--- config.mk ---
export PLATFORM = sky130hd
export DESIGN_NAME = crcb_engine
export DESIGN_NICKNAME = d
export VERILOG_FILES = /design/src/design/crcb_pkg.sv /design/src/design/crcb_fifo.sv /design/src/design/crcb_engine.sv
export VERILOG_INCLUDE_DIRS = /design/src /design/src/design
export SDC_FILE = /design/constraint.sdc
export NUM_CORES = 1
export LEC_CHECK = 0
export ABC_AREA = 0
export BUFFER_PORTS_ARGS = -buffer_cell sky130_fd_sc_hd__buf_4
export CORE_MARGIN = 10
export CORE_UTILIZATION = 60
export DETAILED_ROUTE_END_ITERATION = 8
export GPL_TIMING_DRIVEN = 1
export PLACE_DENSITY = 0.78
export SYNTH_ARGS = -nofsm -noshare
export SYNTH_HDL_FRONTEND = slang
export SYNTH_SLANG_ARGS = --single-unit
--- constraint.sdc ---
create_clock -name core_clk -period 3.9 [get_ports core_clk]
set_clock_uncertainty 0.05 [all_clocks]
set_input_delay 0.195 -clock core_clk [delete_from_list [all_inputs] [get_ports core_clk]]
set_output_delay 0.195 -clock core_clk [all_outputs]
set_load 0.005 [all_outputs]
--- src/design/crcb_map.svh ---
// register map and constants of the byte-wise crc engine
`ifndef CRCB_MAP_SVH
`define CRCB_MAP_SVH
`define CRCB_ADDR_CONTROL 8'h92
`define CRCB_ADDR_BYTE_INPUT 8'h93
`define CRCB_ADDR_RESULT_DATA 8'h91
`define CRCB_CONTROL_RESET 8'h00
`define CRCB_BYTE_INPUT_RESET 8'h00
`define CRCB_BIT_POLY_SEL 4
`define CRCB_BIT_INIT 3
`define CRCB_BIT_INIT_VAL 2
`define CRCB_PTR_MSB 1
`define CRCB_POLY16 16'h1021
`define CRCB_POLY32_REFL 32'hedb88320
`define CRCB_INIT_ZERO 32'h00000000
`define CRCB_INIT_ONES 32'hffffffff
`endif

--- src/design/crcb_pkg.sv ---
// types of the byte-wise crc engine
package crcb_pkg;
	typedef struct packed {
		logic [7:0] addr;
		logic [7:0] wdata;
		logic wr;
		logic rd;
	} crcb_sfr_req_t;
	typedef struct packed {
		logic poly16;
		logic init_ones;
		logic [1:0] ptr;
	} crcb_ctrl_t;
	typedef enum logic {
		CRCB_IDLE,
		CRCB_BUSY
	} crcb_mode_t;
endpackage

--- src/design/crcb_fifo.sv ---
// small first-in first-out buffer with valid and ready on both sides
`timescale 1ns/100ps
`default_nettype none
module crcb_fifo #(
	parameter int WIDTH = 8,
	parameter int DEPTH = 4
) (
	// clock and reset
	input wire logic core_clk,
	input wire logic rst,
	// fill side
	input wire logic in_valid,
	input wire logic [WIDTH-1:0] in_data,
	output logic in_ready,
	// drain side
	output logic out_valid,
	output logic [WIDTH-1:0] out_data,
	input wire logic out_ready
);
	localparam int AW = (DEPTH > 1) ? $clog2(DEPTH) : 1;
	// refused at elaboration: the pointers wrap by overflow, so only powers of two work
	if (DEPTH < 2 || (DEPTH & (DEPTH - 1)) != 0 || WIDTH < 1) begin
		$error("crcb_fifo: depth must be a power of two of at least 2");
	end
	typedef struct packed {
		logic [AW-1:0] rp;
		logic [AW-1:0] wp;
		logic [AW:0] cnt;
	} st_t;
	st_t s, next_s;
	logic [WIDTH-1:0] mem [DEPTH];
	logic push, pop;
	assign in_ready = s.cnt != (AW+1)'(DEPTH);
	assign out_valid = s.cnt != '0;
	assign out_data = mem[s.rp];
	assign push = in_valid && in_ready;
	assign pop = out_valid && out_ready;
	always_comb begin
		next_s = s;
		if (push)
			next_s.wp = s.wp + 1'b1;
		if (pop)
			next_s.rp = s.rp + 1'b1;
		next_s.cnt = s.cnt + (AW+1)'(push) - (AW+1)'(pop);
	end
	always_ff @(posedge core_clk or posedge rst) begin
		if (rst)
			s <= '0;
		else
			s <= next_s;
	end
	always_ff @(posedge core_clk) begin
		if (push)
			mem[s.wp] <= in_data;
	end
endmodule
`default_nettype wire

--- src/design/crcb_engine.sv ---
// byte-wise crc engine: control register, byte input and result data port
`timescale 1ns/100ps
`default_nettype none
`include "crcb_map.svh"
module crcb_engine
	import crcb_pkg::*;
#(
	parameter int FIFO_DEPTH = 4
) (
	// clock and reset
	input wire logic core_clk,
	input wire logic rst,
	// special function register access
	input wire crcb_sfr_req_t sfr_req,
	output logic [7:0] sfr_rdata,
	// a byte is queued and folds on the next edge
	output logic busy,
	// input ready, back-pressure towards the register writer
	output logic in_ready
);
	if (FIFO_DEPTH != 4) begin
		$error("crcb_engine: byte queue is sized for four entries");
	end
	typedef struct packed {
		crcb_ctrl_t ctrl;
		logic [7:0] in_reg;
		logic [31:0] result;
		logic [7:0] rdata;
		logic busy;
		logic in_ready;
		crcb_mode_t mode;
	} st_t;
	st_t s, next_s;
	logic q_valid, q_in_ready;
	logic [7:0] q_data;
	logic wr_ctrl, wr_in, acc_dat;
	logic [1:0] sel;
	logic [31:0] folded;
	logic [7:0] cur_byte;

	assign wr_ctrl = sfr_req.wr && sfr_req.addr == `CRCB_ADDR_CONTROL;
	assign wr_in = sfr_req.wr && sfr_req.addr == `CRCB_ADDR_BYTE_INPUT;
	assign acc_dat = (sfr_req.wr || sfr_req.rd) && sfr_req.addr == `CRCB_ADDR_RESULT_DATA;

	// byte queue between the register write and the fold logic
	// drained every cycle so no later init or result write can be overtaken by an older byte
	crcb_fifo #(
		.WIDTH(8),
		.DEPTH(FIFO_DEPTH)
	) u_fifo (
		.core_clk(core_clk),
		.rst(rst),
		.in_valid(wr_in),
		.in_data(sfr_req.wdata),
		.in_ready(q_in_ready),
		.out_valid(q_valid),
		.out_data(q_data),
		.out_ready(1'b1)
	);

	// fold one byte into a result
	function automatic logic [31:0] fold(input logic [31:0] r, input logic [7:0] b, input logic p16);
		logic [31:0] a;
		logic [15:0] h;
		a = r;
		h = r[15:0];
		if (p16) begin
			h = h ^ {b, 8'h00};
			for (int i = 0; i < 8; i++) begin
				if (h[15])
					h = {h[14:0], 1'b0} ^ `CRCB_POLY16;
				else
					h = {h[14:0], 1'b0};
			end
			a = {r[31:16], h};
		end else begin
			a = a ^ {24'h000000, b};
			for (int i = 0; i < 8; i++) begin
				if (a[0])
					a = (a >> 1) ^ `CRCB_POLY32_REFL;
				else
					a = a >> 1;
			end
		end
		return a;
	endfunction

	always_comb begin
		next_s = s;
		// sixteen-bit mode aliases pointer bit 1
		sel = s.ctrl.poly16 ? {1'b0, s.ctrl.ptr[0]} : s.ctrl.ptr;
		folded = fold(s.result, q_data, s.ctrl.poly16);
		// pending byte folds first, ahead of any access in the same cycle
		if (q_valid)
			next_s.result = folded;
		// pointer picks one of four bytes, one of two in sixteen-bit mode, seen after the pending fold
		cur_byte = next_s.result[8*sel +: 8];
		if (wr_in)
			next_s.in_reg = sfr_req.wdata;
		if (wr_ctrl) begin
			next_s.ctrl.poly16 = sfr_req.wdata[`CRCB_BIT_POLY_SEL];
			next_s.ctrl.init_ones = sfr_req.wdata[`CRCB_BIT_INIT_VAL];
			next_s.ctrl.ptr = sfr_req.wdata[`CRCB_PTR_MSB:0];
			if (sfr_req.wdata[`CRCB_BIT_INIT])
				next_s.result = sfr_req.wdata[`CRCB_BIT_INIT_VAL] ? `CRCB_INIT_ONES : `CRCB_INIT_ZERO;
		end
		if (acc_dat) begin
			if (sfr_req.wr)
				next_s.result[8*sel +: 8] = sfr_req.wdata;
			next_s.ctrl.ptr = s.ctrl.ptr + 2'b01;
		end
		next_s.rdata = 8'h00;
		if (sfr_req.addr == `CRCB_ADDR_CONTROL)
			next_s.rdata = {3'b000, s.ctrl.poly16, 1'b0, s.ctrl.init_ones, s.ctrl.ptr};
		else if (sfr_req.addr == `CRCB_ADDR_BYTE_INPUT)
			next_s.rdata = s.in_reg;
		else if (sfr_req.addr == `CRCB_ADDR_RESULT_DATA)
			next_s.rdata = cur_byte;
		// queue drains every cycle, so it holds a byte only right after a push
		next_s.mode = (wr_in && q_in_ready) ? CRCB_BUSY : CRCB_IDLE;
		next_s.busy = next_s.mode == CRCB_BUSY;
		next_s.in_ready = q_in_ready;
	end

	always_ff @(posedge core_clk or posedge rst) begin
		if (rst) begin
			s <= '0;
			s.in_ready <= 1'b1;
		end else begin
			s <= next_s;
		end
	end

	assign sfr_rdata = s.rdata;
	assign busy = s.busy;
	assign in_ready = s.in_ready;
endmodule
`default_nettype wire

==> flow_summary.ini, run 1 <==
[cts]
clock-sinks = 93
clockBufferDepth = 2
cts.clk_slew.worst_paths_ns = 0.11
clockRootBuffer = clkbuf_8
cts_buffers = 9
cts_htree_levels = 3
clk_latency_ns = 0.39
postCtsSetupBuffers = 0
cts_tree = built

[worst_hold_path]
min-delay-path-class = in -> reg
hp-start = sfr_req[5]
whs_endpoint = u_fifo.mem[0][3]
hold_depth = 1

[sta]
tns_ns = 0
finalHoldViolCount = 0
drv_slew = 0
final.min_clock_period_ns = 3.32
max_freq_ghz = 0.301
worst_pin_slew_ns = 0.849
rsz0062_at_grt = no
setup_ws_ns = 0.583
fin_crit_sh = 0.850
setup_violations = 0
relSlewSlack = 0.434

[global_route]
grt.overflow.total = 0
grt_pass1_wl_mm = 27.9
use_met2 = 0.376
antenna_found_initial = 0
first_global_vias = 4680
track_usage = 0.250
gr-max-usage-layer = met2
met3_usage = 0.0490
grtUsageMet1 = 0.346
grt_max_degree = 39

[placed_design]
gp_congestion = 0.955
io_buffer_count = 29
place_hpwl_mm = 13.0
dp_slack_ns = 0.605

[setup_path]
r2r_cells = 7
endpoint_kind = register
start_kind = register
arrival_ns = 3.55
crit_fanout = 7
r2r-start = u_fifo.s[5]
r2r_slack_ns = 0.58
cp.required_ns = 4.13
critPathKind = reg -> reg
r2r_end = sfr_rdata[3]

[synth]
ys_seq_elements = 93
syn_inst = 553
ys_types = 73
synth_top_area_cell = dfrtp_1
netlist.area_leader.share = 0.241
avgSynthCellArea_sq_um = 11.2
synth_area_sq_um = 6220
synthTopCellsByArea = dfrtp_1 (24%), edfxtp_1 (15%), xnor3_1 (6.2%)
synth_edf_count = 32
synth_flop_cell = dfrtp_1
synth_async_sr_flop_share = 0.656
syn_nets = 585
yosysSeqAreaShare = 0.400
ys.warnings.count = 0

[finish]
multi_input_area_sq_um = 3460
seqCellArea_sq_um = 2490
layout.nets = 610
n_fill_cell = 780
drive_above_1_share = 0.185
n_antenna_cell = 0
synthToLayoutAreaGrowth_pct = 8.45

[route]
via_per_inst = 6.49
wl_mm = 17.9
drt-pass1-iter-count = 6
drc = 0
wire_per_inst_um = 24.9
detailroute.via_count = 4667
drt_iter0_markers = 595
ant_nets = 0

[floorplanning]
row_count = 37
die_x_um = 122
ioPinCount = 30
die-area_sq_um = 14800
core-area_sq_um = 10200
initial_core_util = 0.608
die_h_um = 122

[status]
status = finished, final reports clean

[job]
cap_violations = 0
## cell usage in the layout, fill, tap and decap left out, types with 8 or more instances in the layout
master	synthesis	layout
nor2_1	34	34
ha_1	11	11
xnor2_1	39	39
a221o_1	8	8
and2_1	9	9
inv_1	15	14
o21ai_1	13	13
buf_4	8	48
nand2_1	56	56
a22o_1	8	8
mux2_2	10	10
o211ai_1	12	12
xnor3_1	17	17
clkbuf_8	4	9
mux2i_1	16	16
dfrtp_1	60	60
edfxtp_1	32	32
xor2_1	18	18
o21ai_0	24	24
a21oi_1	23	23
## cell usage after synthesis (all sizes together) (12+ instances only)
cell	number
dfrtp	60
nand2	56
xnor2	51
o21ai	37
nor2	35
edfxtp	32
a21oi	23
clkbuf	22
xnor3	20
xor2	19
inv	16
mux2i	16
buf	13
o211ai	12
## how the worst max path moves through the flow
stage                     start      endpoint  slack (ns)  depth (start not counted)
floorplan           u_fifo.s[5]  sfr_rdata[3]        0.93                          8
detailed placement  u_fifo.s[5]  sfr_rdata[3]        0.61                          7
global route        u_fifo.s[5]  sfr_rdata[3]        0.38                          8
global placement    u_fifo.s[5]  sfr_rdata[3]        0.66                          7
finish              u_fifo.s[5]  sfr_rdata[3]        0.58                          7
CTS                 u_fifo.s[5]  sfr_rdata[3]        0.57                          7
## critical path: stages, from the launching register on
cell and delay (ns):
dfrtp_1 0.56, mux4_2 0.65, xnor2_4 0.34, xnor3_2 0.60, xnor3_1 0.31, o21ai_1 0.08, a221o_1 0.36, a32o_1 0.25
## routing by layer
metal	part of all wire	vias to the layer above	routed length [um]
li1	-	2047	-
met1	0.42	2307	7570
met2	0.46	271	8220
met3	0.092	42	1650
met4	0.028	0	501
met5	0	-	0
## flip-flops by register name (all words and copies together), names as in the netlist
register and count:
busy 1, s 44, u_fifo.s 7, sfr_rdata 8, in_ready 1, u_fifo.mem 32
## cell type report
class                   count  area share
multi-input cells         409       0.513
flip-flops and latches     93       0.369
repair buffers             49      0.0549
well taps                 136      0.0252
clock buffers               9      0.0184
clock inverters             7      0.0104
inverters                  16     0.00890
## kinds of logic after synthesis
group | after synthesis | share of synthesized area
DFF | 93 | 0.400
muxes | 34 | 0.0734
buffers and inverters | 51 | 0.0432
adders and majority gates | 12 | 0.0253
xor gates and xnor gates | 93 | 0.209
AOI/OAI and AO/OA | 133 | 0.145
and+or+nand+nor | 137 | 0.105
## per-stage QoR
stage / area (sq um) / hold slack (ns) / utilization / instances
after detailed placement: 6540 / 0.214 / 0.639 / 702
after global routing: 6750 / 0.0410 / 0.659 / 719
after floorplan: 6220 / 0.244 / - / 553
after global placement: 6540 / 0.209 / 0.639 / 702
final: 6750 / 0.0482 / 0.659 / 719
after CTS: 6750 / 0.0337 / 0.659 / 719
## repair_timing
item                                    4_1_cts  5_1_grt
hold buffers                                  1        0
resized for setup                             0        0
endpoints found under the setup margin        0        0
endpoints found under the hold margin        22        0
Power of run 1 is left out: the tool's default activity adds up to more than one toggle a clock period on the data nets, which glitch-free logic cannot reach.
==> run 2, diff against run 1 <==
clock period = 3.3 ns   (was 3.9 ns; I/O delays follow)
==> flow_summary.ini, run 2 (synthesis results as in run 1) <==
[cts]
clockBufferDepth = 2
clock-sinks = 93
cts_buffers = 9
clk_latency_ns = 0.39
postCtsSetupBuffers = 0
cts_htree_levels = 3
cts.clk_slew.worst_paths_ns = 0.11
clockRootBuffer = clkbuf_8
cts_tree = built

[global_route]
grt_pass1_wl_mm = 28.1
antenna_found_initial = 0
track_usage = 0.255
grt_max_degree = 40
first_global_vias = 4717
grt.overflow.total = 0

[setup_path]
arrival_ns = 3.41
critPathKind = reg -> reg
crit_fanout = 10
endpoint_kind = register
start_kind = register
cp.required_ns = 3.53

[route]
drc = 0
drt-pass1-iter-count = 5
ant_nets = 0
wire_per_inst_um = 25.0
drt_iter0_markers = 587
wl_mm = 18.2
via_per_inst = 6.52
detailroute.via_count = 4745

[finish]
drive_above_1_share = 0.198
final_cell_count_no_fill = 728
layout.nets = 619
synthToLayoutAreaGrowth_pct = 10.2
largest_register = s
layout_commonest_cell = dfrtp_1
final_util = 0.670
largest_reg_flops = 44
n_antenna_cell = 0
final_cell_mix = dfrtp_1 (60), nand2_1 (56), buf_4 (56), xnor2_1 (38), nor2_1 (34)
fin_area_sq_um = 6860

[job]
cap_violations = 0

[placed_design]
dp_cells = 711
io_buffer_count = 29
place_hpwl_mm = 13.5
gp_congestion = 1.04
place_area_sq_um = 6620

[sta]
finalHoldViolCount = 0
max_freq_ghz = 0.314
fin_crit_sh = 0.966
worst_pin_slew_ns = 1.16
tns_ns = 0
rsz0062_at_grt = yes
relSlewSlack = 0.220
setup_violations = 0
final.min_clock_period_ns = 3.19
drv_slew = 0

[floorplanning]
row_count = 37
initial_core_util = 0.608
die-area_sq_um = 14800
core-area_sq_um = 10200
die_h_um = 122
die_x_um = 122
ioPinCount = 30

[status]
status = finished, final reports clean

[worst_hold_path]
min-delay-path-class = in -> reg
-- run 2: worst max-delay path: stages (launching register included) --
cell and delay [ns]:
dfrtp_1 0.39, buf_12 0.15, mux4_1 0.73, xnor2_4 0.35
xnor3_2 0.40, xnor3_1 0.30, o21ai_1 0.08, a221o_1 0.36
a32o_1 0.25
-- run 2: worst paths after layout --
path	slack [ns]	cells after the start	endpoint	startpoint
min in group asynchronous	0.45	3	s[16]	rst
worst min-delay path	0.02	1	u_fifo.mem[0][4]	sfr_req[6]
worst min register to register	0.45	2	s[44]	s[44]
worst max-delay path	0.11	8	sfr_rdata[3]	u_fifo.s[5]
max in group asynchronous	1.90	4	s[42]	rst
worst max register to register	0.11	8	sfr_rdata[3]	u_fifo.s[5]
-- run 2: area by class of cell --
| cell class | count | area (sq um) |
|---|---|---|
| multi-input cells | 409 | 3480 |
| inverters | 16 | 60.1 |
| clock inverters | 4 | 55.1 |
| clock buffers | 12 | 156 |
| repair buffers | 58 | 450 |
| fillers | 811 | 3370 |
| well taps | 136 | 170 |
| flip-flops and latches | 93 | 2490 |
-- run 2: what timing repair did --
item | 4_1_cts | 5_1_grt
setup endpoints to repair | 0 | 2
endpoints found under the hold margin | 37 | 0
resized for setup | 0 | 2
hold buffers | 1 | 0
-- run 2: through the flow --
step | setup slack [ns] | hold WS [ns]
global route | -0.00380 | 0.0176
detailed placement | 0.179 | 0.327
finish | 0.114 | 0.0218
global placement | 0.184 | 0.315
floorplan | 0.326 | 0.214
CTS | 0.122 | 0.0132
-- run 2: routing by layer --
layer | track usage | part of all wire | up-vias
li1 | - | - | 2055
met1 | 0.339 | 0.39 | 2286
met2 | 0.364 | 0.43 | 333
met3 | 0.0777 | 0.12 | 71
met4 | 0.141 | 0.053 | 0
met5 | 0 | 0 | -
Power of run 2 is left out for the same reason.
==> run 3, diff against run 2 <==
HOLD_SLACK_MARGIN = 0.05   (was not set)
==> flow_summary.ini, run 3 (synthesis results as in run 1) <==
[route]
drt-pass1-iter-count = 5
detailroute.via_count = 4792
ant_nets = 0
wire_per_inst_um = 24.8
drc = 0
drt_iter0_markers = 570
wl_mm = 18.2
via_per_inst = 6.52

[floorplanning]
die_x_um = 122
row_count = 37
die-area_sq_um = 14800
die_h_um = 122
core-area_sq_um = 10200
ioPinCount = 30
initial_core_util = 0.608

[cts]
clockBufferDepth = 2
clockRootBuffer = clkbuf_8
clk_latency_ns = 0.39
cts.clk_slew.worst_paths_ns = 0.11
cts_buffers = 9
cts_tree = built
postCtsSetupBuffers = 0
clock-sinks = 93
cts_htree_levels = 3

[status]
status = finished, final reports clean

[sta]
hold-worst-slack_ns = 0.0608
setup_ws_ns = 0.114
fin_crit_sh = 0.965
setup_violations = 0
finalHoldViolCount = 0
rsz0062_at_grt = yes
drv_slew = 0
worst_pin_slew_ns = 1.15
final.min_clock_period_ns = 3.19
relSlewSlack = 0.233
max_freq_ghz = 0.314

[placed_design]
place_hpwl_mm = 13.5
gp_congestion = 1.04
io_buffer_count = 29
dp_slack_ns = 0.179

[global_route]
grt_max_degree = 40
antenna_found_initial = 0
grt.overflow.total = 0
track_usage = 0.255
grt_pass1_wl_mm = 28.2
first_global_vias = 4729

[worst_hold_path]
hp-start = sfr_req[2]
min-delay-path-class = in -> reg

[finish]
largest_reg_flops = 44
layout_commonest_cell = dfrtp_1
final_cell_mix = dfrtp_1 (60), nand2_1 (56), buf_4 (56), xnor2_1 (38), nor2_1 (34)
largest_register = s
drive_above_1_share = 0.195
synthToLayoutAreaGrowth_pct = 11.3
n_fill_cell = 801
layout.nets = 626
n_antenna_cell = 0

[setup_path]
slowest_stage = mux4_1
cp_slowest_stage_delay_ns = 0.73
r2r-start = u_fifo.s[5]
endpoint_kind = register
path_cells = buf_12 -> mux4_1 -> xnor2_4 -> xnor3_2 -> xnor3_1 -> o21ai_1 -> a221o_1 -> a32o_1
crit_fanout = 10
critPathKind = reg -> reg
cp.required_ns = 3.53
startpoint = u_fifo.s[5]
arrival_ns = 3.41
start_kind = register

[job]
cap_violations = 0
[run 3: changes by cell type in the layout (fill, tap and decap cells not counted), sizes merged]
cell / delta
dlygate4sd3: +7
[run 3: critical path: cells and delay by family, from the launching register on]
family	cells	cell delay, ns
buffers and inverters	1	0.15
multiplexers	1	0.73
XOR/XNOR	3	1.05
AO/OA/AOI/OAI	3	0.69
flip-flops	1	0.39
[run 3: layer usage]
| metal | up-vias | part of all wire | routed length (um) | GRT usage |
|---|---|---|---|---|
| li1 | 2074 | - | - | - |
| met4 | 0 | 0.049 | 901 | 0.141 |
| met1 | 2314 | 0.39 | 7180 | 0.340 |
| met3 | 70 | 0.12 | 2240 | 0.0768 |
| met5 | - | 0 | 0 | 0 |
| met2 | 334 | 0.43 | 7920 | 0.365 |
[run 3: layout make-up]
| type | count | area, sq um | area share |
|---|---|---|---|
| clock buffer | 12 | 156 | 0.0226 |
| clock inverter | 4 | 55.1 | 0.00795 |
| inverter | 16 | 60.1 | 0.00867 |
| multi-input combinational | 409 | 3480 | 0.502 |
| sequential | 93 | 2490 | 0.359 |
| tap | 136 | 170 | 0.0246 |
| timing repair buffer | 65 | 520 | 0.0751 |
[run 3: worst paths after layout]
check	depth (start not counted)	slack, ns	endpoint
worst min-delay path	1	0.06	u_fifo.mem[1][0]
max in group asynchronous	4	1.89	s[42]
min in group asynchronous	3	0.45	s[13]
worst max-delay path	8	0.11	sfr_rdata[3]
worst max register to register	8	0.11	sfr_rdata[3]
worst min register to register	2	0.45	s[44]
[run 3: metrics by stage]
step	area (sq um)	TNS, ns	utilization	std cells
after global placement	6620	0	0.647	711
after CTS	6910	0	0.676	735
after detailed placement	6620	0	0.647	711
final	6930	0	0.677	735
after global routing	6930	-0.00395	0.677	735
after floorplan	6220	0	-	553
[run 3: what timing repair did]
action,4_1_cts,5_1_grt
hold endpoints to repair,67,0
resized for setup,0,2
endpoints found under the setup margin,0,2
hold buffers,8,0
Power of run 3 is left out for the same reason.
